[src/core/preset_arm_regs.vh]
// Constants for the preset and trigger arm control block
`ifndef PRESET_ARM_REGS_VH
`define PRESET_ARM_REGS_VH

// Command codes on cmdCode
`define CMD_NONE        4'h0
`define CMD_PRESET      4'h1
`define CMD_RESET       4'h2
`define CMD_ARM         4'h3
`define CMD_ABORT       4'h4
`define CMD_CONT_SET    4'h5
`define CMD_VERSION     4'h6
`define CMD_TRIG_DONE   4'h7
`define CMD_SET_SOURCE  4'h8

// Preset argument codes on cmdArg
`define ARG_EMPTY       2'h0
`define ARG_FACTORY     2'h1

// Arming states
`define ST_IDLE         2'h0
`define ST_WAIT         2'h1
`define ST_MEASURE      2'h2

// Enumerated defaults
`define MTYPE_AVERAGE   2'h0
`define SRC_INSTANT     2'h3
`define EDGE_RISING     1'h1
`define GAMMA_SINGLE    1'h0

// Numeric defaults: power in 0.01 dBm, frequency in kHz, dB in 0.01 dB
`define DEF_FILTER_LEN  10'h004
`define DEF_STEP_DET    1'h1
`define DEF_LIM_LOW     16'hDCD8
`define DEF_LIM_UPP     16'h2328
`define DEF_CH_OFFSET   16'h0000
`define DEF_FREQ_KHZ    24'h00C350
`define DEF_GAMMA_MAG   16'h0000
`define DEF_GAMMA_PH    16'h0000
`define DEF_TRIG_COUNT  16'h0001

// Error code -213 as a signed 16-bit value
`define ERR_ARM_IGNORED 16'hFF2B

// Version string XXXX.Y as six ASCII characters
`define VER_DOT         8'h2E
`define ASCII_ZERO      8'h30

`endif

[src/core/version_string.v]
// Builds the version answer from year and version digits
`timescale 1ns/1ps
`include "preset_arm_regs.vh"
module version_string
#(
	parameter [15:0] YEAR_BCD = 16'h1999,
	parameter [3:0]  VER_DIGIT = 4'h0
)
(
	output wire [47:0] verText
);
	// Four year digits, a period, one version digit
	assign verText = {`ASCII_ZERO | {4'h0, YEAR_BCD[15:12]},
		`ASCII_ZERO | {4'h0, YEAR_BCD[11:8]},
		`ASCII_ZERO | {4'h0, YEAR_BCD[7:4]},
		`ASCII_ZERO | {4'h0, YEAR_BCD[3:0]},
		`VER_DOT,
		`ASCII_ZERO | {4'h0, VER_DIGIT}};
endmodule

[src/core/arm_state_machine.v]
// Idle / wait-for-trigger / measure arming state machine
`timescale 1ns/1ps
`include "preset_arm_regs.vh"
module arm_state_machine
(
	input  wire       clk,
	input  wire       rstn,
	input  wire       doArm,
	input  wire       doAbort,
	input  wire       goIdle,
	input  wire       goWait,
	input  wire       contArm,
	input  wire       instantSrc,
	input  wire       trigDone,
	output reg  [1:0] state_reg,
	output reg        armRefused
);
	reg [1:0] state_next;
	reg       refuse;

	always @*
	begin
		state_next = state_reg;
		refuse = 1'b0;
		if (goIdle)
			state_next = `ST_IDLE;
		else if (goWait)
			state_next = `ST_WAIT;
		else if (doAbort)
			// Continuous arming rearms at once instead of parking idle
			state_next = contArm ? `ST_WAIT : `ST_IDLE;
		else if (doArm)
		begin
			if (state_reg != `ST_IDLE || contArm)
				refuse = 1'b1;
			else
				state_next = instantSrc ? `ST_MEASURE : `ST_WAIT;
		end
		else
		begin
			case (state_reg)
			`ST_IDLE:
				if (contArm)
					state_next = `ST_WAIT;
			`ST_WAIT:
				if (instantSrc)
					state_next = `ST_MEASURE;
			`ST_MEASURE:
				if (trigDone)
					state_next = contArm ? `ST_WAIT : `ST_IDLE;
			default:
				state_next = `ST_IDLE;
			endcase
		end
	end

	always @(posedge clk or negedge rstn)
	begin
		if (!rstn)
		begin
			state_reg <= `ST_IDLE;
			armRefused <= 1'b0;
		end
		else
		begin
			state_reg <= state_next;
			armRefused <= refuse;
		end
	end
endmodule

[src/core/preset_arm_control.v]
// Preset, version query and trigger arming control
`timescale 1ns/1ps
`include "preset_arm_regs.vh"
module preset_arm_control
#(
	parameter [15:0] YEAR_BCD  = 16'h1999,
	parameter [3:0]  VER_DIGIT = 4'h0
)
(
	input  wire        clk,
	input  wire        rstn,
	input  wire        cmdValid,
	input  wire [3:0]  cmdCode,
	input  wire [1:0]  cmdArg,
	input  wire        contArmIn,
	input  wire [1:0]  sourceIn,
	input  wire        tableSelIn,
	input  wire        tableEnIn,
	input  wire [15:0] tableOffsetIn,
	input  wire        tableLoad,
	output reg         cmdReady,
	output reg         continuousArm,
	output reg  [1:0]  armState,
	output reg         opPending,
	output reg         measureStart,
	output reg         errValid,
	output reg  [15:0] errCode,
	output reg         presetRejected,
	output reg         verValid,
	output reg  [47:0] verData,
	output reg  [1:0]  measType,
	output reg         avgEnable,
	output reg         avgAutoFilter,
	output reg  [9:0]  filterLength,
	output reg         stepDetect,
	output reg         limitEnable,
	output reg         limitAutoClear,
	output reg  [15:0] limitLower,
	output reg  [15:0] limitUpper,
	output reg         tableSelect,
	output reg         tableEnable,
	output reg  [15:0] tableOffset,
	output reg         chanOffsetEn,
	output reg  [15:0] chanOffset,
	output reg  [23:0] measFreqKhz,
	output reg         gammaTableEn,
	output reg         gammaPointEn,
	output reg         sparamEn,
	output reg  [15:0] gammaMag,
	output reg  [15:0] gammaPhase,
	output reg         uncertEn,
	output reg         uncertGammaType,
	output reg         trigEdge,
	output reg  [15:0] trigCount,
	output reg  [1:0]  trigSource,
	output reg         delayAuto,
	output reg         seqDelayAuto
);
	wire        isPreset;
	wire        isReset;
	wire        presetOk;
	wire        loadDefaults;
	wire        doArm;
	wire        doAbort;
	wire [1:0]  stateNow;
	wire        armRefused;
	wire [47:0] verText;

	assign isPreset = cmdValid && cmdCode == `CMD_PRESET;
	assign isReset  = cmdValid && cmdCode == `CMD_RESET;
	assign presetOk = isPreset &&
		(cmdArg == `ARG_EMPTY || cmdArg == `ARG_FACTORY);
	// Reset shares the default load; continuous arm and the arm state differ
	assign loadDefaults = presetOk || isReset;
	assign doArm   = cmdValid && cmdCode == `CMD_ARM;
	assign doAbort = cmdValid && cmdCode == `CMD_ABORT;

	arm_state_machine armFsm
	(
		.clk        (clk),
		.rstn       (rstn),
		.doArm      (doArm),
		.doAbort    (doAbort),
		.goIdle     (isReset),
		.goWait     (presetOk),
		.contArm    (continuousArm),
		.instantSrc (trigSource == `SRC_INSTANT),
		.trigDone   (cmdValid && cmdCode == `CMD_TRIG_DONE),
		.state_reg  (stateNow),
		.armRefused (armRefused)
	);

	version_string #(
		.YEAR_BCD  (YEAR_BCD),
		.VER_DIGIT (VER_DIGIT)
	) verGen
	(
		.verText (verText)
	);

	// Status and event outputs
	always @(posedge clk or negedge rstn)
	begin
		if (!rstn)
		begin
			cmdReady <= 1'b0;
			armState <= `ST_IDLE;
			opPending <= 1'b0;
			measureStart <= 1'b0;
			errValid <= 1'b0;
			errCode <= 16'h0000;
			presetRejected <= 1'b0;
			verValid <= 1'b0;
			verData <= 48'h000000000000;
		end
		else
		begin
			// Never blocks: arming does not stall the command stream
			cmdReady <= 1'b1;
			armState <= stateNow;
			opPending <= stateNow != `ST_IDLE;
			measureStart <= stateNow == `ST_MEASURE &&
				armState != `ST_MEASURE;
			errValid <= armRefused;
			if (armRefused)
				errCode <= `ERR_ARM_IGNORED;
			presetRejected <= isPreset && !presetOk;
			verValid <= cmdValid && cmdCode == `CMD_VERSION;
			verData <= verText;
		end
	end

	// Continuous arming; power-up behaves as a preset, so it starts set
	always @(posedge clk or negedge rstn)
	begin
		if (!rstn)
			continuousArm <= 1'b1;
		else if (isReset)
			continuousArm <= 1'b0;
		else if (presetOk)
			continuousArm <= 1'b1;
		else if (cmdValid && cmdCode == `CMD_CONT_SET)
			continuousArm <= contArmIn;
	end

	// Offset table is owned by its own load strobe only
	always @(posedge clk or negedge rstn)
	begin
		if (!rstn)
		begin
			tableSelect <= 1'b0;
			tableEnable <= 1'b0;
			tableOffset <= 16'h0000;
		end
		else if (tableLoad)
		begin
			tableSelect <= tableSelIn;
			tableEnable <= tableEnIn;
			tableOffset <= tableOffsetIn;
		end
	end

	// Averaging settings
	always @(posedge clk or negedge rstn)
	begin
		if (!rstn)
		begin
			measType <= `MTYPE_AVERAGE;
			avgEnable <= 1'b1;
			avgAutoFilter <= 1'b1;
			filterLength <= `DEF_FILTER_LEN;
			stepDetect <= `DEF_STEP_DET;
		end
		else if (loadDefaults)
		begin
			measType <= `MTYPE_AVERAGE;
			avgEnable <= 1'b1;
			avgAutoFilter <= 1'b1;
			filterLength <= `DEF_FILTER_LEN;
			stepDetect <= `DEF_STEP_DET;
		end
	end

	// Limit settings
	always @(posedge clk or negedge rstn)
	begin
		if (!rstn)
		begin
			limitEnable <= 1'b0;
			limitAutoClear <= 1'b1;
			limitLower <= `DEF_LIM_LOW;
			limitUpper <= `DEF_LIM_UPP;
		end
		else if (loadDefaults)
		begin
			limitEnable <= 1'b0;
			limitAutoClear <= 1'b1;
			limitLower <= `DEF_LIM_LOW;
			limitUpper <= `DEF_LIM_UPP;
		end
	end

	// Channel offset and frequency
	always @(posedge clk or negedge rstn)
	begin
		if (!rstn)
		begin
			chanOffsetEn <= 1'b0;
			chanOffset <= `DEF_CH_OFFSET;
			measFreqKhz <= `DEF_FREQ_KHZ;
		end
		else if (loadDefaults)
		begin
			chanOffsetEn <= 1'b0;
			chanOffset <= `DEF_CH_OFFSET;
			measFreqKhz <= `DEF_FREQ_KHZ;
		end
	end

	// Corrections and uncertainty
	always @(posedge clk or negedge rstn)
	begin
		if (!rstn)
		begin
			gammaTableEn <= 1'b0;
			gammaPointEn <= 1'b0;
			sparamEn <= 1'b0;
			gammaMag <= `DEF_GAMMA_MAG;
			gammaPhase <= `DEF_GAMMA_PH;
			uncertEn <= 1'b0;
			uncertGammaType <= `GAMMA_SINGLE;
		end
		else if (loadDefaults)
		begin
			gammaTableEn <= 1'b0;
			gammaPointEn <= 1'b0;
			sparamEn <= 1'b0;
			gammaMag <= `DEF_GAMMA_MAG;
			gammaPhase <= `DEF_GAMMA_PH;
			uncertEn <= 1'b0;
			uncertGammaType <= `GAMMA_SINGLE;
		end
	end

	// Trigger source has its own command besides the default load
	// Abort touches only the state machine, never these settings,
	// so a later arm sees the same source as before the abort
	always @(posedge clk or negedge rstn)
	begin
		if (!rstn)
			trigSource <= `SRC_INSTANT;
		else if (loadDefaults)
			trigSource <= `SRC_INSTANT;
		else if (cmdValid && cmdCode == `CMD_SET_SOURCE)
			trigSource <= sourceIn;
	end

	// Remaining trigger settings
	always @(posedge clk or negedge rstn)
	begin
		if (!rstn)
		begin
			trigEdge <= `EDGE_RISING;
			trigCount <= `DEF_TRIG_COUNT;
			delayAuto <= 1'b1;
			seqDelayAuto <= 1'b1;
		end
		else if (loadDefaults)
		begin
			trigEdge <= `EDGE_RISING;
			trigCount <= `DEF_TRIG_COUNT;
			delayAuto <= 1'b1;
			seqDelayAuto <= 1'b1;
		end
	end
endmodule

[config.mk]
export PLATFORM = sky130hd
export DESIGN_NAME = preset_arm_control
export DESIGN_NICKNAME = d
export VERILOG_FILES = /design/src/core/version_string.v /design/src/core/arm_state_machine.v /design/src/core/preset_arm_control.v
export VERILOG_INCLUDE_DIRS = /design/src /design/src/core
export SDC_FILE = /design/constraint.sdc
export NUM_CORES = 1
export LEC_CHECK = 0
export BUFFER_PORTS_ARGS = -buffer_cell sky130_fd_sc_hd__clkbuf_2
export CAP_MARGIN = 20
export CORE_AREA = 4 4 102 104
export DETAILED_ROUTE_END_ITERATION = 12
export DIE_AREA = 0 0 106 108
export HOLD_SLACK_MARGIN = 0.1
export PLACE_DENSITY = 0.7
export SLEW_MARGIN = 20
export SYNTH_ARGS = -nofsm -noshare
export SYNTH_HDL_FRONTEND = slang
export SYNTH_SLANG_ARGS = --single-unit
export TNS_END_PERCENT = 30
[constraint.sdc]
create_clock -name clk -period 1.65 [get_ports clk]
set_input_delay 0.495 -clock clk [delete_from_list [all_inputs] [get_ports clk]]
set_output_delay 0.495 -clock clk [all_outputs]
set_load 0.03 [all_outputs]
==> key figures, run 1 <==
Run status
  – Outcome: finished, final reports clean

Global route
  – GRT Residual Overflow: 0
  – Wire length of the first global-routing pass: 6.817 mm
  – Number of antenna violations at the first check in global routing: 0
  – Vias in the first global route: 1432
  – All-Layer GR Usage: 7.237%
  – Largest net degree at the start of global routing: 34

Route
  – Antenna-violating nets left: 0
  – Number of remaining DRC errors: 0
  – Wire length per cell after detailed routing: 9.798 µm
  – Number of vias after detailed routing: 1726
  – Detailed router's first-iteration violation count: 23
  – Final Routed Wirelength: 5.134 mm
  – Vias per std cell: 3.294
  – Number of iterations in the first detailed-routing pass: 4

Setup path
  – Critical register-to-register path startpoint: continuousArm$_DFFE_PN1P_
  – Worst Path Class, Setup: reg2out
  – Family with the most delay on the worst path: flip-flops
  – Library cell contributing the largest single delay on the critical path: dfstp_2
  – Reg2reg setup slack: 0.29 ns
  – Longest individual stage delay on the worst path: 0.60 ns
  – Cell breakdown of the critical path: clkbuf_2
  – Critical path startpoint category: flip-flop
  – Worst Setup End Kind: output port
  – Max Fanout on Critical Path: 6
  – Required arrival time at the worst endpoint: 1.15 ns
  – Worst reg2reg path endpoint: armFsm.state_reg[0]$_DFFE_PN0P_
  – Number of buffers and inverters on the critical path: 1
  – Depth of the worst register-to-register path: 4
  – Arrival time of data at the critical path endpoint: 1.11 ns

Final layout
  – Final design instance area without fill: 2868 µm²
  – NumNets Final: 421
  – Area used by sequential logic in the layout: 830.8 µm²
  – Largest register by flop count: tableOffset
  – Core occupancy in the finished layout: 30.03%
  – Area grow syn2layout: -6.143%
  – Filler Cells Inserted: 1025
  – Flip-flop count of the largest register, all copies and words added: 16
  – Ant diodes: 0
  – Ratio of cells with drive above 1 in the final layout: 34.53%
  – Area of the multi-input gates: 1261 µm²

Synth
  – Share of async-settable or async-resettable flops after synthesis: 100.0%
  – Top post-synthesis cells by area: buf_4 (52%), dfrtp_1 (25%), mux2_2 (6.6%), dfstp_2 (2.6%), mux2i_1 (1.6%)
  – Share of Yosys cell area claimed by the top area cell type: 51.60%
  – Count of cell types in the netlist: 33
  – Number of enable-type register cells in the synthesized netlist: 0
  – Sequential element share of the synthesized area: 27.15%
  – Synthesized area per cell: 9.460 µm²
  – Post-synthesis register bit count: 33
  – Cell type with the highest aggregate area in the netlist: buf_4
  – Syn Std Cell Area: 3055 µm²
  – Warning count from the yosys run: 0
  – Main flop type after synthesis: dfrtp_1
  – Cells after Synth: 323

Job
  – # Max-Cap Violations: 0

STA
  – Final hold violation count: 0
  – Setup clock skew after layout: 0.007396 ns
  – Total negative setup slack: 0 ns
  – FMAX: 624.7 MHz
  – Unrepaired setup endpoints after global routing: no
  – Final critical delay including setup and external delays: 1.601 ns
  – Period utilization: 97.02%
  – Slew Limit Fails: 0
  – Worst setup slack after layout: 0.04919 ns
  – Final setup violation count: 0

Power
  – Design Power: 3421 µW
  – Leakage component of the power: 0.001649 µW
  – Total power per unit cell area: 1193 nW/µm²
  – VDD IR max: 0.5705 mV

Floorplanning
  – Boundary pin count: 270
  – Height of the die: 108 µm
  – Die outline area: 11450 µm²
  – Initial core utilization: 32.00%
  – Core Rows: 36
  – Die X: 106 µm
  – Floorplan core area: 9549 µm²

CTS
  – TritonCTS clock tree: done
  – TritonCTS sink count: 33
  – Worst-skew pair later-pin latency: 0.28 ns
  – Cell at the root of the clock tree: clkbuf_8
  – Deepest level of the CTS H-tree: 2
  – Buffer levels on the longest clock path: 2
  – Inserted Clock Buffers: 5
  – Clock Pin Slew Worst Setup and Hold Paths: 0.07 ns

Place
  – Total of buffers placed on input and output ports: 91
  – Place WS: -0.01457 ns
  – DP Area: 2784 µm²
  – HPWL Detailed: 4.462 mm
  – GPL Wtd Cong: 0.7655

Min path
  – Min-delay worst type: in2async
[cell type report]
cell class	count	share of cell area, %
multi-input cells	248	43.98
flip-flops and latches	33	28.97
repair buffers	99	17.98
well taps	133	5.803
clock buffers	6	2.531
inverters	3	0.3927
clock inverters	2	0.3490
[Yosys cell counts, drive strengths merged, types with 2 or more instances]
library cell	instances
o21ai	3
nor2b	2
nor2	6
nand2	6
conb	2
nor3b	5
a31oi	2
and4b	2
nor3	4
dfrtp	30
inv	3
mux2i	5
nand2b	3
a211oi	2
dfstp	3
mux2	19
buf	215
[kinds of logic after synthesis]
family	after synthesis	share of synthesized area, %
other	2	0.2458
multiplexers	24	8.640
AND/OR/NAND/NOR	34	7.494
AO/OA/AOI/OAI	12	3.276
buffers and inverters	218	53.19
flip-flops	33	27.15
[layer usage]
metal / vias up / wire [µm] / global-route usage (%)
met5: - / 0 / 0
met4: 0 / 80 / 2.775
met3: 8 / 664 / 2.448
met2: 133 / 2838 / 13.71
met1: 812 / 1551 / 7.332
li1: 773 / - / -
[what timing repair did]
| action | 4_1_cts | 5_1_grt |
|---|---|---|
| gates resized for setup | 0 | 1 |
| buffers inserted | 0 | 0 |
| hold buffers | 0 | 0 |
| setup endpoints to repair | 0 | 12 |
[how the worst max path moves through the flow]
| stage | startpoint | to | slack, ns | cells past startpoint |
|---|---|---|---|---|
| 3_5_place_dp | cmdCode[1] | armFsm.state_reg[0]$_DFFE_PN0P_ | -0.01 | 5 |
| 3_3_place_gp | cmdCode[1] | armFsm.state_reg[0]$_DFFE_PN0P_ | 0.04 | 5 |
| 4_1_cts | continuousArm$_DFFE_PN1P_ | continuousArm | 0.03 | 1 |
| 5_1_grt | verData[4]$_DFF_PN0_ | verData[45] | 0.008 | 2 |
| 6_report | continuousArm$_DFFE_PN1P_ | continuousArm | 0.05 | 1 |
| 2_1_floorplan | verData[4]$_DFF_PN0_ | verData[10] | 0.09 | 1 |
[placed cells by master, fill, tap and decap left out, drive strengths merged]
cell type and n:
nor3 4, a41oi 1, dfstp 3, nor2 6
nor3b 5, a211oi 2, nand3b 1, dfrtp 30
conb 178, clkinv 2, nand2 6, buf 8
mux2i 5, mux2 19, and3 1, o211a 1
a32o 1, or2 1, o221ai 1, a31oi 2
nor4b 1, clkbuf 97, inv 3, nand2b 3
and4b 2, o21ai 3, or3 1, o31ai 1
nor2b 2, nand4b 1
[power by group]
part	leakage (µW)	switching [µW]	internal [µW]
Sequential	0.000393	130	968
Clock	0.0000450	293	292
Combinational	0.00121	1360	373
Total	0.00165	1790	1630
[per-stage QoR]
step,std cells,hold slack [ns]
finish,524,0.2277
global route,524,0.2838
global placement,516,0.3526
detailed placement,516,0.3574
floorplan,499,0.1994
CTS,524,0.2392
No activity file was read; power rests on OpenSTA's default activity.
==> run 2: changes to the inputs <==
--- a/config.mk
+++ b/config.mk
@@ -6,15 +6,18 @@
 export SDC_FILE = /design/constraint.sdc
 export NUM_CORES = 1
 export LEC_CHECK = 0
+export ABC_AREA = 0
 export BUFFER_PORTS_ARGS = -buffer_cell sky130_fd_sc_hd__clkbuf_2
 export CAP_MARGIN = 20
-export CORE_AREA = 4 4 102 104
+export CORE_ASPECT_RATIO = 1.2
+export CORE_MARGIN = 4
+export CORE_UTILIZATION = 44
 export DETAILED_ROUTE_END_ITERATION = 12
-export DIE_AREA = 0 0 106 108
 export HOLD_SLACK_MARGIN = 0.1
-export PLACE_DENSITY = 0.7
+export PLACE_DENSITY = 0.83
 export SLEW_MARGIN = 20
 export SYNTH_ARGS = -nofsm -noshare
 export SYNTH_HDL_FRONTEND = slang
+export SYNTH_HIERARCHICAL = 1
 export SYNTH_SLANG_ARGS = --single-unit
 export TNS_END_PERCENT = 30
==> run 2 against run 1 <==
  * First-iteration DRC count rose to 3.8 times the previous value
  * Clock skew down 0.0034 ns
  * Worst setup slack worse by 0.016 ns
  * Sequential cell count up 48
  * Via count up 30%
  * Critical path depth up 7
  * Cell area up 63%
  * Combinational power up 8%
==> key figures, run 2 <==
Run status
  – Outcome: finished, final reports clean (unchanged)

Synth
  – Cell type with the highest aggregate area in the netlist: dfrtp_1 (was buf_4)
  – Most common library cells after synthesis: buf_4 (209), dfrtp_1 (78), mux2_2 (19), nor2_1 (5), nor3b_1 (5) (was buf_4 (210), dfrtp_1 (30), mux2_2 (18), nand2_1 (6), nor2_1 (6))
  – Top post-synthesis cells by area: dfrtp_1 (46%), buf_4 (37%), mux2_2 (5.0%), dfstp_2 (1.9%), nor3b_1 (0.88%) (was buf_4 (52%), dfrtp_1 (25%), mux2_2 (6.6%), dfstp_2 (2.6%), mux2i_1 (1.6%))
  – Cells after Synth: 372 (was 323)
  – Share of Yosys cell area claimed by the top area cell type: 45.99% (was 51.60%)
  – Number of enable-type register cells in the synthesized netlist: 0 (unchanged)
  – Most frequent cell after synthesis: buf_4 (unchanged)
  – Sequential element share of the synthesized area: 47.85% (was 27.15%)
  – Main flop type after synthesis: dfrtp_1 (unchanged)
  – Syn Std Cell Area: 4244 µm² (was 3055 µm²)
  – Post-synthesis register bit count: 81 (was 33)
  – Warning count from the yosys run: 6 (was 0)
  – Synthesized area per cell: 11.41 µm² (was 9.460 µm²)
  – Share of async-settable or async-resettable flops after synthesis: 100.0% (unchanged)
  – Count of cell types in the netlist: 37 (was 33)

STA
  – Final setup violation count: 0 (unchanged)
  – Final critical delay including setup and external delays: 1.617 ns (was 1.601 ns)
  – Unrepaired setup endpoints after global routing: yes (was no)
  – Period utilization: 97.97% (was 97.02%)
  – Final hold violation count: 0 (unchanged)
  – Slew Limit Fails: 0 (unchanged)
  – FMAX: 618.6 MHz (was 624.7 MHz)
  – Setup clock skew after layout: 0.003975 ns (was 0.007396 ns)
  – Total negative setup slack: 0 ns (unchanged)

Setup path
  – Critical register-to-register path startpoint: continuousArm$_DFFE_PN1P_ (unchanged)
  – Worst Path Class, Setup: in2reg (was reg2out)
  – Max Fanout on Critical Path: 6 (unchanged)
  – Longest individual stage delay on the worst path: 0.27 ns (was 0.60 ns)
  – Library cell contributing the largest single delay on the critical path: nand4bb_4 (was dfstp_2)
  – Reg2reg setup slack: 0.17 ns (was 0.29 ns)
  – Worst Setup End Kind: flip-flop (was output port)
  – Arrival time of data at the critical path endpoint: 1.81 ns (was 1.11 ns)
  – Cell breakdown of the critical path: clkbuf_4 -> nand4bb_4 -> nor3_2 -> nor3_4 -> buf_4 -> nor4b_1 -> a31oi_1 -> o31ai_1 (was clkbuf_2)
  – Required arrival time at the worst endpoint: 1.85 ns (was 1.15 ns)
  – Critical path startpoint category: input pin (was flip-flop)
  – Depth of the worst register-to-register path: 4 (unchanged)
  – Worst reg2reg path endpoint: armFsm/state_reg[1]$_DFFE_PN0P_ (was armFsm.state_reg[0]$_DFFE_PN0P_)

CTS
  – Inserted Clock Buffers: 9 (was 5)
  – Clock Pin Slew Worst Setup and Hold Paths: 0.06 ns (was 0.07 ns)
  – Deepest level of the CTS H-tree: 3 (was 2)
  – Cell at the root of the clock tree: clkbuf_16 (was clkbuf_8)
  – Buffer levels on the longest clock path: 2 (unchanged)
  – TritonCTS sink count: 81 (was 33)
  – Worst-skew pair later-pin latency: 0.33 ns (was 0.28 ns)
  – TritonCTS clock tree: done (unchanged)

Floorplanning
  – Core Rows: 39 (was 36)
  – Height of the die: 115.6 µm (was 108 µm)
  – Boundary pin count: 270 (unchanged)
  – Die X: 97.66 µm (was 106 µm)
  – Die outline area: 11290 µm² (was 11450 µm²)
  – Floorplan core area: 9467 µm² (was 9549 µm²)
  – Initial core utilization: 44.83% (was 32.00%)

Min path
  – Worst Min Path Start: armFsm/armRefused$_DFF_PN0_
  – Min-delay worst type: reg2reg (was in2async)
  – Worst Hold Endpoint: errValid$_DFF_PN0_
  – Cell count of the worst hold path: 0

Power
  – Total power per unit cell area: 1326 nW/µm² (was 1193 nW/µm²)
  – Fraction of power spent switching nets: 38.39% (was 52.27%)
  – Design Power: 6200 µW (was 3421 µW)
  – Reported net switching power: 2380 µW (was 1788 µW)
  – Leakage component of the power: 0.002570 µW (was 0.001649 µW)
  – Reg power frac: 37.6% (was 32.1%)
  – VDD IR max: 0.5619 mV (was 0.5705 mV)
  – Part of the power in the clock network: 32.0% (was 17.1%)
  – Cell Int Power: 3820 µW (was 1633 µW)
  – Comb pwr share: 30.4% (was 50.8%)

Route
  – Number of remaining DRC errors: 0 (unchanged)
  – Number of iterations in the first detailed-routing pass: 4 (unchanged)
  – Number of vias after detailed routing: 2239 (was 1726)
  – Wire length per cell after detailed routing: 11.11 µm (was 9.798 µm)
  – Final Routed Wirelength: 7.000 mm (was 5.134 mm)
  – Detailed router's first-iteration violation count: 87 (was 23)
  – Vias per std cell: 3.554 (was 3.294)
  – Antenna-violating nets left: 0 (unchanged)

Final layout
  – Filler Cells Inserted: 855 (was 1025)
  – Final design instance area without fill: 4676 µm² (was 2868 µm²)
  – Leading cell types in the layout, fill and taps excluded: conb_1 (199), clkbuf_2 (113), dfrtp_1 (77), buf_4 (19), mux2_2 (18) (was conb_1 (178), clkbuf_2 (91), dfrtp_1 (29), mux2_2 (18), buf_4 (8))
  – NumNets Final: 533 (was 421)
  – Area grow syn2layout: 10.17% (was -6.143%)
  – Flip-flop count of the largest register, all copies and words added: 48 (was 16)
  – Core occupancy in the finished layout: 49.39% (was 30.03%)
  – Ratio of cells with drive above 1 in the final layout: 38.46% (was 34.53%)
  – Largest register by flop count: verData (was tableOffset)
  – Ant diodes: 0 (unchanged)
  – Regs by FF count: verData: 48 flops, tableOffset: 16 flops
  – Leading cell type in the layout, fill and taps excluded: conb_1 (unchanged)

Job
  – # Max-Cap Violations: 0 (unchanged)

Global route
  – GRT Residual Overflow: 0 (unchanged)
  – Vias in the first global route: 2179 (was 1432)
  – All-Layer GR Usage: 11.85% (was 7.237%)
  – Largest net degree at the start of global routing: 59 (was 34)
  – Number of antenna violations at the first check in global routing: 0 (unchanged)
  – Wire length of the first global-routing pass: 10.58 mm (was 6.817 mm)

Place
  – DP Area: 4329 µm² (was 2784 µm²)
  – Total of buffers placed on input and output ports: 118 (was 91)
  – GPL Wtd Cong: 0.8013 (was 0.7655)
  – HPWL Detailed: 5.669 mm (was 4.462 mm)
-- run 2: cell count changes after synthesis, moves of 3 or more --
cell | previous run | this run
a21oi_1 | 0 | 3
dfrtp_1 | 30 | 78
mux2i_1 | 5 | 0
nand2_1 | 6 | 1
nor4b_1 | 0 | 3
-- run 2: worst max path at each step --
| stage | start | to | slack (ns) |
|---|---|---|---|
| after floorplan | cmdCode[0] | armFsm/state_reg[1]$_DFFE_PN0P_ | -0.09 |
| after global placement | cmdCode[0] | armFsm/state_reg[1]$_DFFE_PN0P_ | -0.25 |
| after detailed placement | cmdCode[0] | armFsm/state_reg[1]$_DFFE_PN0P_ | -0.35 |
| after CTS | errCode[0]$_DFFE_PN0P_ | errCode[15] | 0.007 |
| after global routing | cmdCode[3] | armFsm/state_reg[0]$_DFFE_PN0P_ | -0.03 |
| final | cmdCode[3] | armFsm/state_reg[0]$_DFFE_PN0P_ | 0.03 |
-- run 2: what timing repair did --
action                                 in CTS  in global routing
pin swaps                                   1                  4
resized for setup                           1                  9
endpoints found under the hold margin       8                  0
buffers inserted                            1                  1
setup endpoints to repair                   2                 14
gates cloned                                0                  0
hold buffers                                1                  0
-- run 2: logic make-up (layout without fill, tap and decap cells) --
| logic type | Yosys count | count (layout) | share of synthesized area [%] |
|---|---|---|---|
| AND/OR/NAND/NOR | 37 | 37 | 6.368 |
| multiplexers | 19 | 19 | 5.041 |
| other | 4 | 199 | 0.3537 |
| AO/OA/AOI/OAI | 14 | 14 | 2.388 |
| flip-flops | 81 | 81 | 47.85 |
| buffers and inverters | 217 | 157 | 38.00 |
-- run 2: worst max-delay path, delay by kind of cell --
family,cells,cell delay (ns)
and+or+nand+nor,4,0.76
buffers and inverters,2,0.31
AOI/OAI and AO/OA,2,0.25
-- run 2: per-stage QoR --
step | worst slack (ns) | hold slack, ns | std cells
floorplan | -0.09094 | 0.1994 | 567
global placement | -0.2509 | 0.3293 | 611
detailed placement | -0.3527 | 0.3351 | 611
CTS | 0.006706 | 0.3827 | 629
global route | -0.02749 | 0.3848 | 630
finish | 0.03349 | 0.3842 | 630
-- run 2: power by group through the flow --
stage	combinational, µW	clock (µW)	sequential, µW
global route	1990	2140	2360
finish	1880	1980	2330
global placement	1840	0	2350
floorplan	1580	0	2700
detailed placement	1870	0	2370
CTS	1870	2050	2330
-- run 2: layer usage --
| metal | GRT usage, % | share of wire [%] | vias up | wire length (µm) |
|---|---|---|---|---|
| met3 | 4.636 | 11 | 7 | 751 |
| met5 | 0 | 0 | - | 0 |
| met2 | 19.84 | 51 | 153 | 3572 |
| met1 | 13.79 | 37 | 1037 | 2597 |
| li1 | - | - | 1042 | - |
| met4 | 4.709 | 1.1 | 0 | 79 |
-- run 2: layout make-up --
type	count	area, µm²	area share (%)
flip-flops and latches	81	2032	43.46
repair buffers	139	779.5	16.67
clock buffers	9	225.2	4.817
well taps	123	153.9	3.291
clock inverters	7	78.83	1.686
inverters	2	7.507	0.1606
multi-input cells	269	1399	29.92
==> run 3: changes to the inputs <==
--- a/config.mk
+++ b/config.mk
@@ -9,12 +9,11 @@
 export ABC_AREA = 0
 export BUFFER_PORTS_ARGS = -buffer_cell sky130_fd_sc_hd__clkbuf_2
 export CAP_MARGIN = 20
-export CORE_ASPECT_RATIO = 1.2
-export CORE_MARGIN = 4
-export CORE_UTILIZATION = 44
+export CORE_AREA = 2 2 105 107
 export DETAILED_ROUTE_END_ITERATION = 12
+export DIE_AREA = 0 0 107 109
 export HOLD_SLACK_MARGIN = 0.1
-export PLACE_DENSITY = 0.83
+export PLACE_DENSITY = 0.77
 export SLEW_MARGIN = 20
 export SYNTH_ARGS = -nofsm -noshare
 export SYNTH_HDL_FRONTEND = slang
==> constraint.sdc (replaced) <==
create_clock -name clk -period 1.6 [get_ports clk]
set_input_delay 0.48 -clock clk [delete_from_list [all_inputs] [get_ports clk]]
set_output_delay 0.48 -clock clk [all_outputs]
set_load 0.03 [all_outputs]
==> run 3 against run 2 <==
  * Worst setup slack improved by 0.0052 ns
  * Routed wire length down 14%
  * Cell area down 1.4%
  * Register-to-register slack got worse by 0.02 ns
  * Final cell count rose by 3.0%
  * Critical path type unchanged
  * Highest routed layer unchanged
==> key figures, run 3 (synthesis gave the netlist of run 2 again) <==
STA
  – FMAX: 640.5 MHz
  – Final critical delay including setup and external delays: 1.561 ns
  – Final hold violation count: 0 (unchanged)
  – Period utilization: 97.58%
  – Setup clock skew after layout: 0.006416 ns (was 0.003975 ns)
  – Total negative setup slack: 0 ns (unchanged)
  – Final setup violation count: 0 (unchanged)
  – Worst setup slack after layout: 0.03870 ns (was 0.03349 ns)
  – Slew Limit Fails: 0 (unchanged)

Floorplanning
  – Die X: 107 µm (was 97.66 µm)
  – Boundary pin count: 270 (unchanged)
  – Height of the die: 109 µm (was 115.6 µm)
  – Floorplan core area: 10600 µm² (was 9467 µm²)
  – Initial core utilization: 40.03% (was 44.83%)
  – Die outline area: 11660 µm² (was 11290 µm²)
  – Core Rows: 38 (was 39)

Route
  – Final Routed Wirelength: 6.053 mm (was 7.000 mm)
  – Detailed router's first-iteration violation count: 46 (was 87)
  – Antenna-violating nets left: 0 (unchanged)
  – Number of remaining DRC errors: 0 (unchanged)
  – Vias per std cell: 3.416 (was 3.554)
  – Number of iterations in the first detailed-routing pass: 4 (unchanged)
  – Number of vias after detailed routing: 2217 (was 2239)
  – Wire length per cell after detailed routing: 9.327 µm (was 11.11 µm)

Global route
  – Number of antenna violations at the first check in global routing: 0 (unchanged)
  – GRT Residual Overflow: 0 (unchanged)
  – All-Layer GR Usage: 9.410% (was 11.85%)
  – Wire length of the first global-routing pass: 8.369 mm (was 10.58 mm)
  – Largest net degree at the start of global routing: 46 (was 59)
  – Vias in the first global route: 1830 (was 2179)

Min path
  – Min-delay worst type: in2reg (was reg2reg)
  – Worst Min Path Start: tableOffsetIn[12] (was armFsm/armRefused$_DFF_PN0_)
  – Cell count of the worst hold path: 2 (was 0)

Final layout
  – Ant diodes: 0 (unchanged)
  – Area grow syn2layout: 8.667% (was 10.17%)
  – Leading cell type in the layout, fill and taps excluded: conb_1 (unchanged)
  – NumNets Final: 535 (was 533)
  – Largest register by flop count: verData (unchanged)
  – Filler Cells Inserted: 992 (was 855)
  – Ratio of cells with drive above 1 in the final layout: 38.70% (was 38.46%)
  – Flip-flop count of the largest register, all copies and words added: 48 (unchanged)
  – Regs by FF count: verData: 48 flops, tableOffset: 16 flops (unchanged)
  – Leading cell types in the layout, fill and taps excluded: conb_1 (199), clkbuf_2 (112), dfrtp_1 (77), buf_4 (24), mux2_2 (18) (was conb_1 (199), clkbuf_2 (113), dfrtp_1 (77), buf_4 (19), mux2_2 (18))

Setup path
  – Arrival time of data at the critical path endpoint: 1.79 ns (was 1.81 ns)
  – Required arrival time at the worst endpoint: 1.83 ns (was 1.85 ns)
  – Depth of the worst register-to-register path: 4 (unchanged)
  – Critical path startpoint category: input pin (unchanged)
  – Worst Setup End Kind: flip-flop (unchanged)
  – Worst setup path startpoint: cmdCode[1] (was cmdCode[3])
  – Worst Path Class, Setup: in2reg (unchanged)
  – Critical register-to-register path startpoint: continuousArm$_DFFE_PN1P_ (unchanged)
  – Max Fanout on Critical Path: 7 (was 6)

Place
  – HPWL Detailed: 4.770 mm (was 5.669 mm)
  – Total of buffers placed on input and output ports: 118 (unchanged)
  – Place WS: -0.3514 ns (was -0.3527 ns)
  – GPL Wtd Cong: 0.7706 (was 0.8013)

Power
  – Leakage component of the power: 0.002536 µW (was 0.002570 µW)
  – Total power per unit cell area: 1261 nW/µm² (was 1326 nW/µm²)
  – VDD IR max: 1.199 mV (was 0.5619 mV)

CTS
  – TritonCTS sink count: 81 (unchanged)
  – Deepest level of the CTS H-tree: 3 (unchanged)
  – Inserted Clock Buffers: 9 (unchanged)
  – Buffer levels on the longest clock path: 2 (unchanged)
  – TritonCTS clock tree: done (unchanged)
  – Clock Pin Slew Worst Setup and Hold Paths: 0.08 ns (was 0.06 ns)
  – Cell at the root of the clock tree: clkbuf_8 (was clkbuf_16)
  – Worst-skew pair later-pin latency: 0.34 ns (was 0.33 ns)

Run status
  – Outcome: finished, final reports clean (unchanged)

Job
  – # Max-Cap Violations: 0 (unchanged)
run 3: area by class of cell:
type                            instances  area, µm²  share of cell area (%)
Sequential cell                        81       2032                   44.06
Inverter                                2      7.507                  0.1628
Clock buffer                            9      123.9                   2.686
Tap cell                              140      175.2                   3.798
Clock inverter                          7      78.83                   1.709
Multi-Input combinational cell        269       1401                   30.39
Timing Repair Buffer                  141      793.3                   17.20
run 3: through the flow:
step	utilization [%]	instance area [µm²]	std cells	hold WS, ns	total power, µW
after floorplan	-	5057	567	0.1844	4415
after global placement	41.17	4365	630	0.3583	4341
after detailed placement	41.17	4365	630	0.3590	4382
after CTS	43.31	4592	648	0.3426	5895
after global routing	43.50	4612	649	0.3365	6139
final	43.50	4612	649	0.3725	5816
run 3: metal layers:
metal	wire length [µm]	share of wire [%]	up-vias	global-route usage, %
met4	64	1.1	0	4.267
li1	-	-	1041	-
met3	736	12	7	4.065
met1	2161	36	1006	9.363
met5	0	0	-	0
met2	3091	51	163	17.02
run 3: path summary, 6_finish.rpt:
| kind | endpoint | slack, ns |
|---|---|---|
| max in group asynchronous | tableOffset[14]$_DFFE_PN0P_ | 0.49 |
| min in group asynchronous | armFsm/state_reg[0]$_DFFE_PN0P_ | 0.58 |
| worst min register to register | errValid$_DFF_PN0_ | 0.38 |
| worst max register to register | armFsm/state_reg[1]$_DFFE_PN0P_ | 0.15 |
| worst min-delay path | tableOffset[12]$_DFFE_PN0P_ | 0.37 |
| worst max-delay path | armFsm/state_reg[1]$_DFFE_PN0P_ | 0.04 |
run 3: what timing repair did:
item,in CTS,in global routing
endpoints found under the hold margin,18,0
pin swaps,0,3
gates resized for setup,3,9
hold buffers,1,0
setup buffers,1,1
endpoints found under the setup margin,14,4
run 3: critical path, cell delays in order:
cell,delay [ns]
buf_4,0.14
buf_4,0.14
inv_1,0.06
nor2_1,0.04
buf_4,0.15
nor4b_2,0.16
a211oi_2,0.27
mux2_4,0.33
run 3: where the power goes:
group	switching [µW]	internal (µW)
Combinational	1490	497
Sequential	117	2250
Clock	718	736
